--- config.mk ---
export PLATFORM = sky130hd
export DESIGN_NAME = timer16_pwm
export DESIGN_NICKNAME = d
export VERILOG_FILES = /design/src/verilog/prescale_tick.v /design/src/verilog/wave_channel.v /design/src/verilog/timer16_pwm.v
export VERILOG_INCLUDE_DIRS = /design/src /design/src/verilog
export SDC_FILE = /design/constraint.sdc
export NUM_CORES = 1
export LEC_CHECK = 0
export CAP_MARGIN = 20
export CORE_MARGIN = 5
export CORE_UTILIZATION = 47
export CTS_CLUSTER_DIAMETER = 100
export CTS_CLUSTER_SIZE = 25
export DETAILED_ROUTE_END_ITERATION = 10
export DONT_BUFFER_PORTS = 1
export SLEW_MARGIN = 20
export SYNTH_ARGS = -nofsm -noshare
export SYNTH_HDL_FRONTEND = slang
export SYNTH_SLANG_ARGS = --single-unit
--- constraint.sdc ---
create_clock -name core_clk -period 5.4 [get_ports core_clk]
set_input_delay 1.35 -clock core_clk [delete_from_list [all_inputs] [get_ports core_clk]]
set_output_delay 1.35 -clock core_clk [all_outputs]
set_load 0.03 [all_outputs]
--- src/verilog/timer16_regs.vh ---
// Register map and constants of the 16-bit compare timer
`ifndef TIMER16_REGS_VH
`define TIMER16_REGS_VH
`define T16_OFF_CTRL      12'h000
`define T16_OFF_COUNT     12'h004
`define T16_OFF_CMPA      12'h008
`define T16_OFF_CMPB      12'h00c
`define T16_OFF_CAPTOP    12'h010
`define T16_OFF_FLAGS     12'h014
`define T16_OFF_PINDIR    12'h018
`define T16_CTRL_WGM_LSB  0
`define T16_CTRL_CS_LSB   4
`define T16_CTRL_COMA_LSB 8
`define T16_CTRL_COMB_LSB 10
`define T16_FLAG_TOV      0
`define T16_FLAG_CMPA     1
`define T16_FLAG_CMPB     2
`define T16_FLAG_CAP      3
`define T16_RST_CTRL      32'h00000000
`define T16_RST_WORD16    16'h0000
`define T16_MODE_CTC_A    4'h4
`define T16_MODE_FP8      4'h5
`define T16_MODE_FP9      4'h6
`define T16_MODE_FP10     4'h7
`define T16_MODE_CTC_CAP  4'hc
`define T16_MODE_FP_CAP   4'he
`define T16_MODE_FP_A     4'hf
`define T16_TOP8          16'h00ff
`define T16_TOP9          16'h01ff
`define T16_TOP10         16'h03ff
`define T16_MAX           16'hffff
`define T16_COM_NONE      2'h0
`define T16_COM_TOGGLE    2'h1
`define T16_COM_NONINV    2'h2
`define T16_COM_INV       2'h3
`define T16_RESP_OKAY     2'h0
`define T16_RESP_SLVERR   2'h2
`endif

--- src/verilog/prescale_tick.v ---
// Clock prescaler that issues one-cycle timer ticks
`timescale 1ns/1ps
`default_nettype none
module prescale_tick (
  input  wire       core_clk,
  input  wire       rst,
  input  wire [2:0] clk_select,
  output reg        tick
);
  reg [9:0] div_q;
  always @(posedge core_clk) begin
    if (rst) begin
      div_q <= 10'h000;
    end else begin
      div_q <= div_q + 10'h001;
    end
  end
  // Select 0 stops, 1..5 give 1, 8, 64, 256, 1024
  always @* begin
    case (clk_select)
      3'h1: tick = 1'b1;
      3'h2: tick = (div_q[2:0] == 3'h7);
      3'h3: tick = (div_q[5:0] == 6'h3f);
      3'h4: tick = (div_q[7:0] == 8'hff);
      3'h5: tick = (div_q == 10'h3ff);
      default: tick = 1'b0;
    endcase
  end
endmodule // prescale_tick
`default_nettype wire

--- src/verilog/wave_channel.v ---
// One compare channel: output action state
`timescale 1ns/1ps
`default_nettype none
`include "timer16_regs.vh"
module wave_channel (
  input  wire       core_clk,
  input  wire       rst,
  input  wire       tick,
  input  wire       fast_pwm,
  input  wire       match,
  input  wire       at_top,
  input  wire [1:0] action,
  input  wire       pin_dir,
  output reg        wave_q,
  output wire       pin_out,
  output wire       pin_oe_n
);
  always @(posedge core_clk) begin
    if (rst) begin
      wave_q <= 1'b0;
    end else if (tick) begin
      case (action)
        `T16_COM_TOGGLE: begin
          if (match) begin
            wave_q <= ~wave_q;
          end
        end
        `T16_COM_NONINV: begin
          if (fast_pwm && match) begin
            wave_q <= 1'b0;
          end else if (fast_pwm && at_top) begin
            wave_q <= 1'b1;
          end else if (!fast_pwm && match) begin
            wave_q <= 1'b0;
          end
        end
        `T16_COM_INV: begin
          if (fast_pwm && match) begin
            wave_q <= 1'b1;
          end else if (fast_pwm && at_top) begin
            wave_q <= 1'b0;
          end else if (!fast_pwm && match) begin
            wave_q <= 1'b1;
          end
        end
        default: wave_q <= wave_q;
      endcase
    end
  end
  assign pin_out  = wave_q;
  assign pin_oe_n = ~pin_dir;
endmodule // wave_channel
`default_nettype wire

--- src/verilog/timer16_pwm.v ---
// 16-bit timer with clear-on-match and fast PWM, AXI4-Lite registers
//
// The AXI4-Lite register port and the register offsets were chosen for this implementation.
`timescale 1ns/1ps
`default_nettype none
`include "timer16_regs.vh"
module timer16_pwm (
  input  wire        core_clk,
  input  wire        rst,
  input  wire [11:0] s_axi_awaddr,
  input  wire        s_axi_awvalid,
  output wire        s_axi_awready,
  input  wire [31:0] s_axi_wdata,
  input  wire [3:0]  s_axi_wstrb,
  input  wire        s_axi_wvalid,
  output wire        s_axi_wready,
  output reg  [1:0]  s_axi_bresp,
  output reg         s_axi_bvalid,
  input  wire        s_axi_bready,
  input  wire [11:0] s_axi_araddr,
  input  wire        s_axi_arvalid,
  output wire        s_axi_arready,
  output reg  [31:0] s_axi_rdata,
  output reg  [1:0]  s_axi_rresp,
  output reg         s_axi_rvalid,
  input  wire        s_axi_rready,
  output wire        wave_out_a,
  output wire        wave_out_a_oe_n,
  output wire        wave_out_b,
  output wire        wave_out_b_oe_n
);
  reg  [31:0] ctrl_q;
  reg  [15:0] timer_count_value_q;
  reg  [15:0] compare_value_a_q;
  reg  [15:0] compare_buf_a_q;
  reg  [15:0] compare_value_b_q;
  reg  [15:0] compare_buf_b_q;
  reg  [15:0] capture_top_value_q;
  reg  [3:0]  flags_q;
  reg  [1:0]  pin_dir_q;
  reg         block_q;
  reg  [11:0] awaddr_q;
  reg         aw_held_q;
  reg  [31:0] wdata_q;
  reg  [3:0]  wstrb_q;
  reg         w_held_q;
  wire        tick;
  wire [3:0]  waveform_mode_select;
  wire [1:0]  output_action_a;
  wire [1:0]  output_action_b;
  wire        ctc_mode;
  wire        fast_pwm;
  wire        fixed_top;
  reg  [15:0] top_value;
  reg  [15:0] fixed_mask;
  wire        at_top;
  wire        match_a;
  wire        match_b;
  wire        do_write;
  wire [31:0] wr_word;
  wire        wr_ctrl;
  wire        wr_count;
  wire        wr_cmpa;
  wire        wr_cmpb;
  wire        wr_cap;
  wire        wr_flags;
  wire        wr_dir;
  wire        wr_known;
  wire [15:0] cmp_wr_value;
  wire [3:0]  flag_set;

  // Merge byte lanes into an existing word
  function [31:0] lane_merge;
    input [31:0] old_word;
    input [31:0] new_word;
    input [3:0]  strb;
    integer      i;
    begin
      lane_merge = old_word;
      for (i = 0; i < 4; i = i + 1) begin
        if (strb[i]) begin
          lane_merge[i*8 +: 8] = new_word[i*8 +: 8];
        end
      end
    end
  endfunction

  // Match an address against one register offset
  function addr_hit;
    input [11:0] addr;
    input [11:0] offset;
    begin
      addr_hit = (addr[11:2] == offset[11:2]);
    end
  endfunction

  assign waveform_mode_select = ctrl_q[`T16_CTRL_WGM_LSB +: 4];
  assign output_action_a      = ctrl_q[`T16_CTRL_COMA_LSB +: 2];
  assign output_action_b      = ctrl_q[`T16_CTRL_COMB_LSB +: 2];
  assign ctc_mode = (waveform_mode_select == `T16_MODE_CTC_A) ||
                    (waveform_mode_select == `T16_MODE_CTC_CAP);
  assign fast_pwm = (waveform_mode_select == `T16_MODE_FP8) ||
                    (waveform_mode_select == `T16_MODE_FP9) ||
                    (waveform_mode_select == `T16_MODE_FP10) ||
                    (waveform_mode_select == `T16_MODE_FP_CAP) ||
                    (waveform_mode_select == `T16_MODE_FP_A);
  assign fixed_top = (waveform_mode_select == `T16_MODE_FP8) ||
                     (waveform_mode_select == `T16_MODE_FP9) ||
                     (waveform_mode_select == `T16_MODE_FP10);

  always @* begin
    case (waveform_mode_select)
      `T16_MODE_CTC_A:   top_value = compare_value_a_q;
      `T16_MODE_CTC_CAP: top_value = capture_top_value_q;
      `T16_MODE_FP8:     top_value = `T16_TOP8;
      `T16_MODE_FP9:     top_value = `T16_TOP9;
      `T16_MODE_FP10:    top_value = `T16_TOP10;
      `T16_MODE_FP_CAP:  top_value = capture_top_value_q;
      `T16_MODE_FP_A:    top_value = compare_value_a_q;
      default:           top_value = `T16_MAX;
    endcase
  end

  always @* begin
    case (waveform_mode_select)
      `T16_MODE_FP8:  fixed_mask = `T16_TOP8;
      `T16_MODE_FP9:  fixed_mask = `T16_TOP9;
      `T16_MODE_FP10: fixed_mask = `T16_TOP10;
      default:        fixed_mask = `T16_MAX;
    endcase
  end

  // Exact equality only: a TOP below the count is missed and the count wraps
  assign at_top  = (timer_count_value_q == top_value) && !block_q;
  assign match_a = (timer_count_value_q == compare_value_a_q) && !block_q;
  assign match_b = (timer_count_value_q == compare_value_b_q) && !block_q;

  prescale_tick u_prescale (
    .core_clk   (core_clk),
    .rst        (rst),
    .clk_select (ctrl_q[`T16_CTRL_CS_LSB +: 3]),
    .tick       (tick)
  );

  // AXI4-Lite write path: address and data held until both present
  assign s_axi_awready = !aw_held_q && !s_axi_bvalid;
  assign s_axi_wready  = !w_held_q && !s_axi_bvalid;
  assign do_write      = aw_held_q && w_held_q && !s_axi_bvalid;
  assign wr_ctrl  = do_write && addr_hit(awaddr_q, `T16_OFF_CTRL);
  assign wr_count = do_write && addr_hit(awaddr_q, `T16_OFF_COUNT);
  assign wr_cmpa  = do_write && addr_hit(awaddr_q, `T16_OFF_CMPA);
  assign wr_cmpb  = do_write && addr_hit(awaddr_q, `T16_OFF_CMPB);
  assign wr_cap   = do_write && addr_hit(awaddr_q, `T16_OFF_CAPTOP);
  assign wr_flags = do_write && addr_hit(awaddr_q, `T16_OFF_FLAGS);
  assign wr_dir   = do_write && addr_hit(awaddr_q, `T16_OFF_PINDIR);
  assign wr_known = wr_ctrl || wr_count || wr_cmpa || wr_cmpb ||
                    wr_cap || wr_flags || wr_dir;
  assign wr_word  = lane_merge(32'h00000000, wdata_q, wstrb_q);
  assign cmp_wr_value = wr_word[15:0] & fixed_mask;

  always @(posedge core_clk) begin
    if (rst) begin
      aw_held_q    <= 1'b0;
      w_held_q     <= 1'b0;
      awaddr_q     <= 12'h000;
      wdata_q      <= 32'h00000000;
      wstrb_q      <= 4'h0;
      s_axi_bvalid <= 1'b0;
      s_axi_bresp  <= `T16_RESP_OKAY;
    end else begin
      if (s_axi_awvalid && s_axi_awready) begin
        aw_held_q <= 1'b1;
        awaddr_q  <= s_axi_awaddr;
      end
      if (s_axi_wvalid && s_axi_wready) begin
        w_held_q <= 1'b1;
        wdata_q  <= s_axi_wdata;
        wstrb_q  <= s_axi_wstrb;
      end
      if (do_write) begin
        aw_held_q    <= 1'b0;
        w_held_q     <= 1'b0;
        s_axi_bvalid <= 1'b1;
        s_axi_bresp  <= wr_known ? `T16_RESP_OKAY : `T16_RESP_SLVERR;
      end else if (s_axi_bvalid && s_axi_bready) begin
        s_axi_bvalid <= 1'b0;
      end
    end
  end

  // Register writes, counter and compare buffering
  always @(posedge core_clk) begin
    if (rst) begin
      ctrl_q              <= `T16_RST_CTRL;
      timer_count_value_q <= `T16_RST_WORD16;
      compare_value_a_q   <= `T16_RST_WORD16;
      compare_buf_a_q     <= `T16_RST_WORD16;
      compare_value_b_q   <= `T16_RST_WORD16;
      compare_buf_b_q     <= `T16_RST_WORD16;
      capture_top_value_q <= `T16_RST_WORD16;
      pin_dir_q           <= 2'h0;
      block_q             <= 1'b0;
    end else begin
      if (wr_ctrl) begin
        ctrl_q <= {20'h00000, wr_word[11:0]};
      end
      if (wr_dir) begin
        pin_dir_q <= wr_word[1:0];
      end
      if (wr_cap) begin
        capture_top_value_q <= wr_word[15:0];
      end
      if (wr_count) begin
        block_q <= 1'b1;
      end else if (tick) begin
        block_q <= 1'b0;
      end
      if (wr_count) begin
        timer_count_value_q <= wr_word[15:0];
      end else if (tick) begin
        if ((ctc_mode || fast_pwm) && at_top) begin
          timer_count_value_q <= `T16_RST_WORD16;
        end else begin
          timer_count_value_q <= timer_count_value_q + 16'h0001;
        end
      end
      if (wr_cmpa) begin
        compare_buf_a_q <= cmp_wr_value;
        if (!fast_pwm) begin
          compare_value_a_q <= cmp_wr_value;
        end
      end else if (fast_pwm && tick && at_top) begin
        compare_value_a_q <= compare_buf_a_q;
      end
      if (wr_cmpb) begin
        compare_buf_b_q <= cmp_wr_value;
        if (!fast_pwm) begin
          compare_value_b_q <= cmp_wr_value;
        end
      end else if (fast_pwm && tick && at_top) begin
        compare_value_b_q <= compare_buf_b_q;
      end
    end
  end

  // Flag sources; set wins over a software clear in the same cycle
  assign flag_set[`T16_FLAG_TOV] = tick && (
      (fast_pwm && at_top) ||
      (!fast_pwm && timer_count_value_q == `T16_MAX));
  assign flag_set[`T16_FLAG_CMPA] = tick && (match_a ||
      (waveform_mode_select == `T16_MODE_FP_A && at_top));
  assign flag_set[`T16_FLAG_CMPB] = tick && match_b;
  assign flag_set[`T16_FLAG_CAP]  = tick && at_top &&
      ((waveform_mode_select == `T16_MODE_CTC_CAP) ||
       (waveform_mode_select == `T16_MODE_FP_CAP));

  always @(posedge core_clk) begin
    if (rst) begin
      flags_q <= 4'h0;
    end else begin
      flags_q <= (flags_q & ~(wr_flags ? wr_word[3:0] : 4'h0)) | flag_set;
    end
  end

  // AXI4-Lite read path
  assign s_axi_arready = !s_axi_rvalid;
  always @(posedge core_clk) begin
    if (rst) begin
      s_axi_rvalid <= 1'b0;
      s_axi_rdata  <= 32'h00000000;
      s_axi_rresp  <= `T16_RESP_OKAY;
    end else if (s_axi_arvalid && s_axi_arready) begin
      s_axi_rvalid <= 1'b1;
      s_axi_rresp  <= `T16_RESP_OKAY;
      if (addr_hit(s_axi_araddr, `T16_OFF_CTRL)) begin
        s_axi_rdata <= ctrl_q;
      end else if (addr_hit(s_axi_araddr, `T16_OFF_COUNT)) begin
        s_axi_rdata <= {16'h0000, timer_count_value_q};
      end else if (addr_hit(s_axi_araddr, `T16_OFF_CMPA)) begin
        s_axi_rdata <= {16'h0000, compare_buf_a_q};
      end else if (addr_hit(s_axi_araddr, `T16_OFF_CMPB)) begin
        s_axi_rdata <= {16'h0000, compare_buf_b_q};
      end else if (addr_hit(s_axi_araddr, `T16_OFF_CAPTOP)) begin
        s_axi_rdata <= {16'h0000, capture_top_value_q};
      end else if (addr_hit(s_axi_araddr, `T16_OFF_FLAGS)) begin
        s_axi_rdata <= {28'h0000000, flags_q};
      end else if (addr_hit(s_axi_araddr, `T16_OFF_PINDIR)) begin
        s_axi_rdata <= {30'h00000000, pin_dir_q};
      end else begin
        s_axi_rdata <= 32'h00000000;
        s_axi_rresp <= `T16_RESP_SLVERR;
      end
    end else if (s_axi_rvalid && s_axi_rready) begin
      s_axi_rvalid <= 1'b0;
    end
  end

  wave_channel u_chan_a (
    .core_clk (core_clk),
    .rst      (rst),
    .tick     (tick),
    .fast_pwm (fast_pwm),
    .match    (match_a),
    .at_top   (at_top),
    .action   (output_action_a),
    .pin_dir  (pin_dir_q[0]),
    .wave_q   (),
    .pin_out  (wave_out_a),
    .pin_oe_n (wave_out_a_oe_n)
  );

  wave_channel u_chan_b (
    .core_clk (core_clk),
    .rst      (rst),
    .tick     (tick),
    .fast_pwm (fast_pwm),
    .match    (match_b),
    .at_top   (at_top),
    .action   (((output_action_b == `T16_COM_TOGGLE) && fast_pwm) ?
               `T16_COM_NONE : output_action_b),
    .pin_dir  (pin_dir_q[1]),
    .wave_q   (),
    .pin_out  (wave_out_b),
    .pin_oe_n (wave_out_b_oe_n)
  );
endmodule // timer16_pwm
`default_nettype wire

==> metrics, run 1 <==
status completed; CP peak stage delay 0.69 ns; residual DRC count 0; max-slew violations 0; sequential standard cell area 3540 um^2; fin util 50.5%; # nets final 1158; multi-input logic area 5200 um^2; Reg2Reg Setup Slack 1.73 ns; Yosys reg bits 177; DP HPWL 19400 um; Post-Syn Area 9280 um^2; Die Area 22700 um^2; # IOs 112; count leader, synth dfxtp_1; RSZ-0062 raised after global routing no; die height 151 um; Final Power 2.84 mW; Clk Latency, worst-skew pair 0.45 ns; Post-CTS Setup Repair Bufs 0; worst-case headroom to the max-slew limit 26.7%; Startpoint Class register; Layout fillers 1959; Top cell by count, worst path buf_4; Worst-path clk slew 0.07 ns; CTS HTree Levels 4; Pre-antenna DRT Iters 5; CP max-delay cell dfxtp_1; antenna viol nets, final 0; Hold WC Path Type reg2reg; CTS Buffer Depth 2; Min Clock Period, post-route 3.67 ns; setup TNS 0 ns; fmax 272 MHz; Num CTS Buffers 17; PwrDens 289 nW/um^2; IO Port Bufs 0; first-pass GRT wire length 43100 um; Core Box Area 19500 um^2; row cnt 51; Min-Delay Path Depth 2; Static Leak 3.33 nW; Worst Tran Pin Value 1.09 ns; post-synthesis cell count 1151; WS Path Type reg2reg; Buf/Inv on CP 3; post-route insts no fill 1366; peak supply drop 233 uV; distinct cell type count after synthesis 68; Critical Path RT 5.73 ns; Worst R2R Path Depth 11; synth cell count leaders 177 x dfxtp_1, 166 x nor2_1, 126 x a21oi_1; Synth top area share 38.2%; Crit. End Element register; Final Hold Fails 0; Starting Density 47.7%; share of post-route cells with drive strength above 1 9.63%; top cell type by total area after synthesis dfxtp_1; CTS root buffer clkbuf_16; Crit path max-delay family simple AND/OR/NAND/NOR gates; # placed instances 1334; largest net degree at the start of global routing 210; final setup violating endpoints 0; Async S/R FF share, synth 0%; hold bufs inserted after CTS 0; Starting DRT DRC Count 820; wire per inst 20.7 um; Primary FF master, synth dfxtp_1; Syn. warnings 0; area grow syn2layout 5.97%; EDFF count, synth 0; PostCTS Resize Cnt 0; Maximum Capacitance Violations 0; critical path, cell by cell buf_4, nand3_1, buf_4, o211ai_1, o32ai_1, or4_1, nor2_4, a41oi_4, buf_4, nand3b_1, o31ai_2; Mean Syn Cell Area 8.06 um^2; GPL Wtd Cong 0.952; post-synthesis sequential area ratio 38.2%; vias in the first global route 7360; fin crit share 68.0%; total inserted antenna cells 0; data arrival time of the critical path 4.00 ns; routed wire length 28300 um; initial antenna violation count 0; GR Overflow Total 0; Total Routing Usage GR 25.0%; Worst path depth 11; CTS tree yes; CP max FO 24; Die X-Extent 151 um; TritonCTS Sinks 177; routed vias 8203; top cells by area, synth dfxtp_1 38%, a21oi_1 6.8%, nor2_1 6.7%; clk_skew 0.00967 ns; Vias/cell 6.01
==> placed cells by master (no fill, tap or decap), types with 8 or more instances in the layout <==
cell | Yosys | final
a211oi_1 | 12 | 12
a21o_1 | 8 | 8
a21oi_1 | 126 | 126
a221oi_1 | 8 | 8
a31oi_1 | 16 | 16
and2_1 | 11 | 11
and3_1 | 10 | 10
buf_4 | 18 | 16
clkbuf_16 | 0 | 17
conb_1 | 1 | 18
dfxtp_1 | 177 | 177
inv_1 | 14 | 14
mux2i_1 | 21 | 21
nand2_1 | 101 | 101
nand2b_1 | 9 | 9
nand3_1 | 30 | 30
nand3b_1 | 34 | 34
nand4_1 | 17 | 17
nor2_1 | 166 | 166
nor2b_1 | 16 | 15
nor3_1 | 29 | 29
nor4_1 | 13 | 13
o21ai_0 | 34 | 34
o31ai_1 | 8 | 8
o31ai_2 | 28 | 28
or3_1 | 9 | 9
xnor2_1 | 33 | 33
xor2_1 | 9 | 9
==> layout make-up <==
cell class	count	area share [%]
multi-input cells	862	52.9
clock buffers	18	4.47
well taps	265	3.37
flip-flops and latches	177	36.0
inverters	14	0.534
clock inverters	14	1.46
repair buffers	16	1.22
==> cell families after synthesis <==
logic type                 Yosys count  synth area share, %
AOI/OAI and AO/OA                  291                 21.9
xor gates and xnor gates            42                 3.96
adders and majority gates            3                0.404
buffers and inverters              129                 6.46
DFF                                177                 38.2
muxes                               29                 3.48
other                                1               0.0404
and+or+nand+nor                    479                 25.6
==> state kept, by name (all words and copies together) (netlist names), 2 cells and up <==
register	cells
pin_dir_q	2
wstrb_q	2
ctrl_q	12
u_prescale.div_q	10
compare_buf_a_q	16
flags_q	4
compare_buf_b_q	16
compare_value_a_q	16
wdata_q	16
timer_count_value_q	16
compare_value_b_q	16
awaddr_q	10
s_axi_rdata	16
capture_top_value_q	16
==> final timing paths <==
| check | to | start |
|---|---|---|
| setup / recovery | compare_value_a_q[11]$_SDFFE_PP0P_ | ctrl_q[0]$_SDFFE_PP0P_ |
| hold / removal | wdata_q[0]$_SDFFE_PP0P_ | wdata_q[0]$_SDFFE_PP0P_ |
| setup reg to reg | compare_value_a_q[11]$_SDFFE_PP0P_ | ctrl_q[0]$_SDFFE_PP0P_ |
| hold reg to reg | wdata_q[0]$_SDFFE_PP0P_ | wdata_q[0]$_SDFFE_PP0P_ |
==> per-layer routing <==
metal  routed length, um  global-route usage [%]  up-vias  part of all wire (%)
met5                   0                       0        -                     0
met4                 689                    8.28        0                   2.4
met3                2280                    5.66       55                   8.0
li1                    -                       -     3935                     -
met2               12400                    38.3      326                    44
met1               12900                    35.0     3887                    46
==> power by group <==
part / switching [mW] / internal [mW]
logic: 0.115 / 0.0732
registers: 0.0765 / 1.34
clock network: 0.610 / 0.627
==> worst register-to-register path: stages, from the launching register on <==
cell,delay [ns]
dfxtp_1,0.69
buf_4,0.29
nand3_1,0.11
buf_4,0.24
o211ai_1,0.33
o32ai_1,0.14
or4_1,0.57
nor2_4,0.33
a41oi_4,0.28
buf_4,0.34
nand3b_1,0.18
o31ai_2,0.07
==> metrics by stage <==
| step | area [um^2] | hold WS, ns | setup WS (ns) |
|---|---|---|---|
| after detailed placement | 9250 | 0.445 | 1.37 |
| after global routing | 9840 | 0.484 | 1.49 |
| after CTS | 9840 | 0.455 | 1.82 |
| final | 9840 | 0.458 | 1.73 |
| after global placement | 9250 | 0.440 | 1.42 |
| after floorplan | 9350 | 0.426 | 1.91 |
(Power assumes the default switching activity.)
==> run 2: changes to the inputs <==
--- a/config.mk
+++ b/config.mk
@@ -6,6 +6,7 @@
 export SDC_FILE = /design/constraint.sdc
 export NUM_CORES = 1
 export LEC_CHECK = 0
+export ABC_AREA = 1
 export CAP_MARGIN = 20
 export CORE_MARGIN = 5
 export CORE_UTILIZATION = 47
==> constraint.sdc (replaced) <==
create_clock -name core_clk -period 3 [get_ports core_clk]
set_input_delay 0.75 -clock core_clk [delete_from_list [all_inputs] [get_ports core_clk]]
set_output_delay 0.75 -clock core_clk [all_outputs]
set_load 0.03 [all_outputs]
==> run 2 against run 1 <==
- setup slack lost 1.5 ns
- critical path type unchanged
- combinational power grew 60%
- largest cell class unchanged
- cell count grew 28%
- clock power grew 91%
- fmax grew 35%
- clock-buffer cell count shrank 1
- power grew 80%
- synthesized cell count grew 27%
- die area grew 2.3%
- critical path depth grew 6
- sequential cell count is the same
==> metrics, run 2 <==
Die Area 23200 um^2; Hold WC Path Type in2reg; Die X-Extent 152 um; distinct cell type count after synthesis 45; Crit. End Element register; Synth top area share 37.3%; Vias/cell 5.35; GPL Wtd Cong 0.941; CTS HTree Levels 4; RSZ-0062 raised after global routing no; wire per inst 17.6 um; Clk Latency, worst-skew pair 0.45 ns; top cell type by total area after synthesis dfxtp_1; Num CTS Buffers 17; Worst Tran Pin Value 0.865 ns; CP max FO 6; antenna viol nets, final 0; Primary FF master, synth dfxtp_1; Maximum Capacitance Violations 0; data arrival time of the critical path 3.06 ns; peak supply drop 362 uV; commonest non-fill, non-tap cell in the layout nand2_1; Net Switching 1.48 mW; Clock power frac 46.3%; routing usage on met1 35.6%; setup TNS 0 ns; PwrDens 489 nW/um^2; clk_skew 0.0260 ns; Core Box Area 20100 um^2; Sw Ratio 28.8%; residual DRC count 0; first-pass GRT wire length 48500 um; Internal 3.65 mW; Final Hold Fails 0; TritonCTS Sinks 177; final setup violating endpoints 0; Critical Path RT 3.34 ns; register share of total power 47.8%; fmax 367 MHz; Min Clock Period, post-route 2.73 ns; count leader, synth nand2_1; Starting DRT DRC Count 842; die height 152 um; largest net degree at the start of global routing 77; Placement Setup Slack 0.210 ns; total inserted antenna cells 0; row cnt 52; CTS root buffer clkbuf_16; Total Routing Usage GR 26.3%; RR Startpoint ctrl_q[2]$_SDFFE_PP0P_; Startpoint Class register; Async S/R FF share, synth 0%; top cells by area, synth dfxtp_1 37%, nand2_1 13%, nor2_1 10%; IO Port Bufs 0; post-synthesis cell count 1464; Static Leak 4.29 nW; # IOs 112; WS Path Type reg2reg; DP HPWL 22800 um; worst-case headroom to the max-slew limit 42.2%; GR Overflow Total 0; routed wire length 30600 um; Post-Syn Area 9510 um^2; post-route insts no fill 1744; routed vias 9328; CTS tree yes; status completed; Comb power frac 5.9%; synth cell count leaders 330 x nand2_1, 254 x nor2_1, 177 x dfxtp_1, 177 x inv_1, 114 x o21ai_0; GRT met2 Usage 41.9%; area grow syn2layout 10.2%; CTS Buffer Depth 2; min-delay src rst; Pre-antenna DRT Iters 5; post-synthesis sequential area ratio 37.3%; max-slew violations 0; vias in the first global route 8734; Mean Syn Cell Area 6.50 um^2; Starting Density 47.3%; Yosys reg bits 177; Most Crowded Layer GR met2; Layout fillers 2128; post-route setup slack 0.274 ns; initial antenna violation count 0; share of post-route cells with drive strength above 1 7.67%; Syn. warnings 0; highest-count cells in the layout ignoring fill and taps 330 x nand2_1, 253 x nor2_1, 176 x inv_1, 176 x dfxtp_1, 114 x o21ai_0; EDFF count, synth 0; grt met3 use 4.66%; fin crit share 90.9%; hold bufs inserted after CTS 0; # placed instances 1712; Worst-path clk slew 0.09 ns; # nets final 1531; crit path from ctrl_q[2]$_SDFFE_PP0P_
-- run 2: repair_timing --
action / CTS / global route
resized for setup: 0 / 3
buffers inserted: 0 / 0
setup endpoints to repair: 0 / 38
-- run 2: cell type report --
cell class	instances	area [um^2]	area share [%]
Timing Repair Buffer	40	338	3.22
Clock inverter	15	209	1.99
Tap cell	270	338	3.22
Clock buffer	17	425	4.06
Sequential cell	177	3540	33.8
Inverter	186	698	6.66
Multi-Input combinational cell	1039	4920	47.0
-- run 2: worst paths after layout --
| kind | end | slack (ns) | cells past startpoint |
|---|---|---|---|
| setup reg to reg | timer_count_value_q[10]$_SDFFE_PP0P_ | 0.27 | 17 |
| setup / recovery | timer_count_value_q[10]$_SDFFE_PP0P_ | 0.27 | 17 |
| hold reg to reg | awaddr_q[5]$_SDFFE_PP0P_ | 0.45 | 2 |
| hold / removal | s_axi_rdata[4]$_SDFFE_PP0P_ | 0.35 | 1 |
-- run 2: logic make-up (layout without fill, tap and decap cells) --
group,count (synthesis),in the layout,share of synthesized area (%)
AO/OA/AOI/OAI,269,269,16.1
buffers and inverters,265,258,11.8
adder cells (fa/ha/maj),3,3,0.395
XOR/XNOR,20,20,1.84
other,1,18,0.0394
flip-flops,177,177,37.3
AND/OR/NAND/NOR,729,729,32.6
-- run 2: metrics by stage --
step | total power [mW] | hold slack, ns | utilization, % | area (um^2)
2_1_floorplan | 2.76 | 0.418 | - | 9570
3_3_place_gp | 2.80 | 0.432 | 48.9 | 9830
3_5_place_dp | 2.81 | 0.436 | 48.9 | 9830
4_1_cts | 5.16 | 0.345 | 52.1 | 10500
5_1_grt | 5.31 | 0.348 | 52.1 | 10500
6_report | 5.12 | 0.351 | 52.1 | 10500
-- run 2: routing by layer --
layer	vias to the layer above	part of all wire [%]
met1	4269	45
met4	0	3.3
li1	4694	-
met3	57	6.3
met2	308	45
met5	-	0
-- run 2: power groups by stage --
stage	registers (mW)	clock network, mW	logic, mW
4_1_cts	2.45	2.41	0.301
6_report	2.45	2.37	0.300
3_5_place_dp	2.51	0	0.300
2_1_floorplan	2.49	0	0.265
3_3_place_gp	2.50	0	0.298
5_1_grt	2.46	2.51	0.343
-- run 2: worst max-delay path, cell delays in order, from the launching register on --
cell and delay, ns:
dfxtp_2 0.40, inv_2 0.06, nor2_2 0.18, nand2_1 0.10, nand2_2 0.15, buf_4 0.18, nand2_1 0.09, nand2_1 0.09
nand2_1 0.05, nand2_1 0.11, nand2_1 0.06, nor2_1 0.10, nand2_1 0.06, nor2_1 0.28, nand4_1 0.18, nand2_1 0.26
nor2_1 0.08, o21a_1 0.17
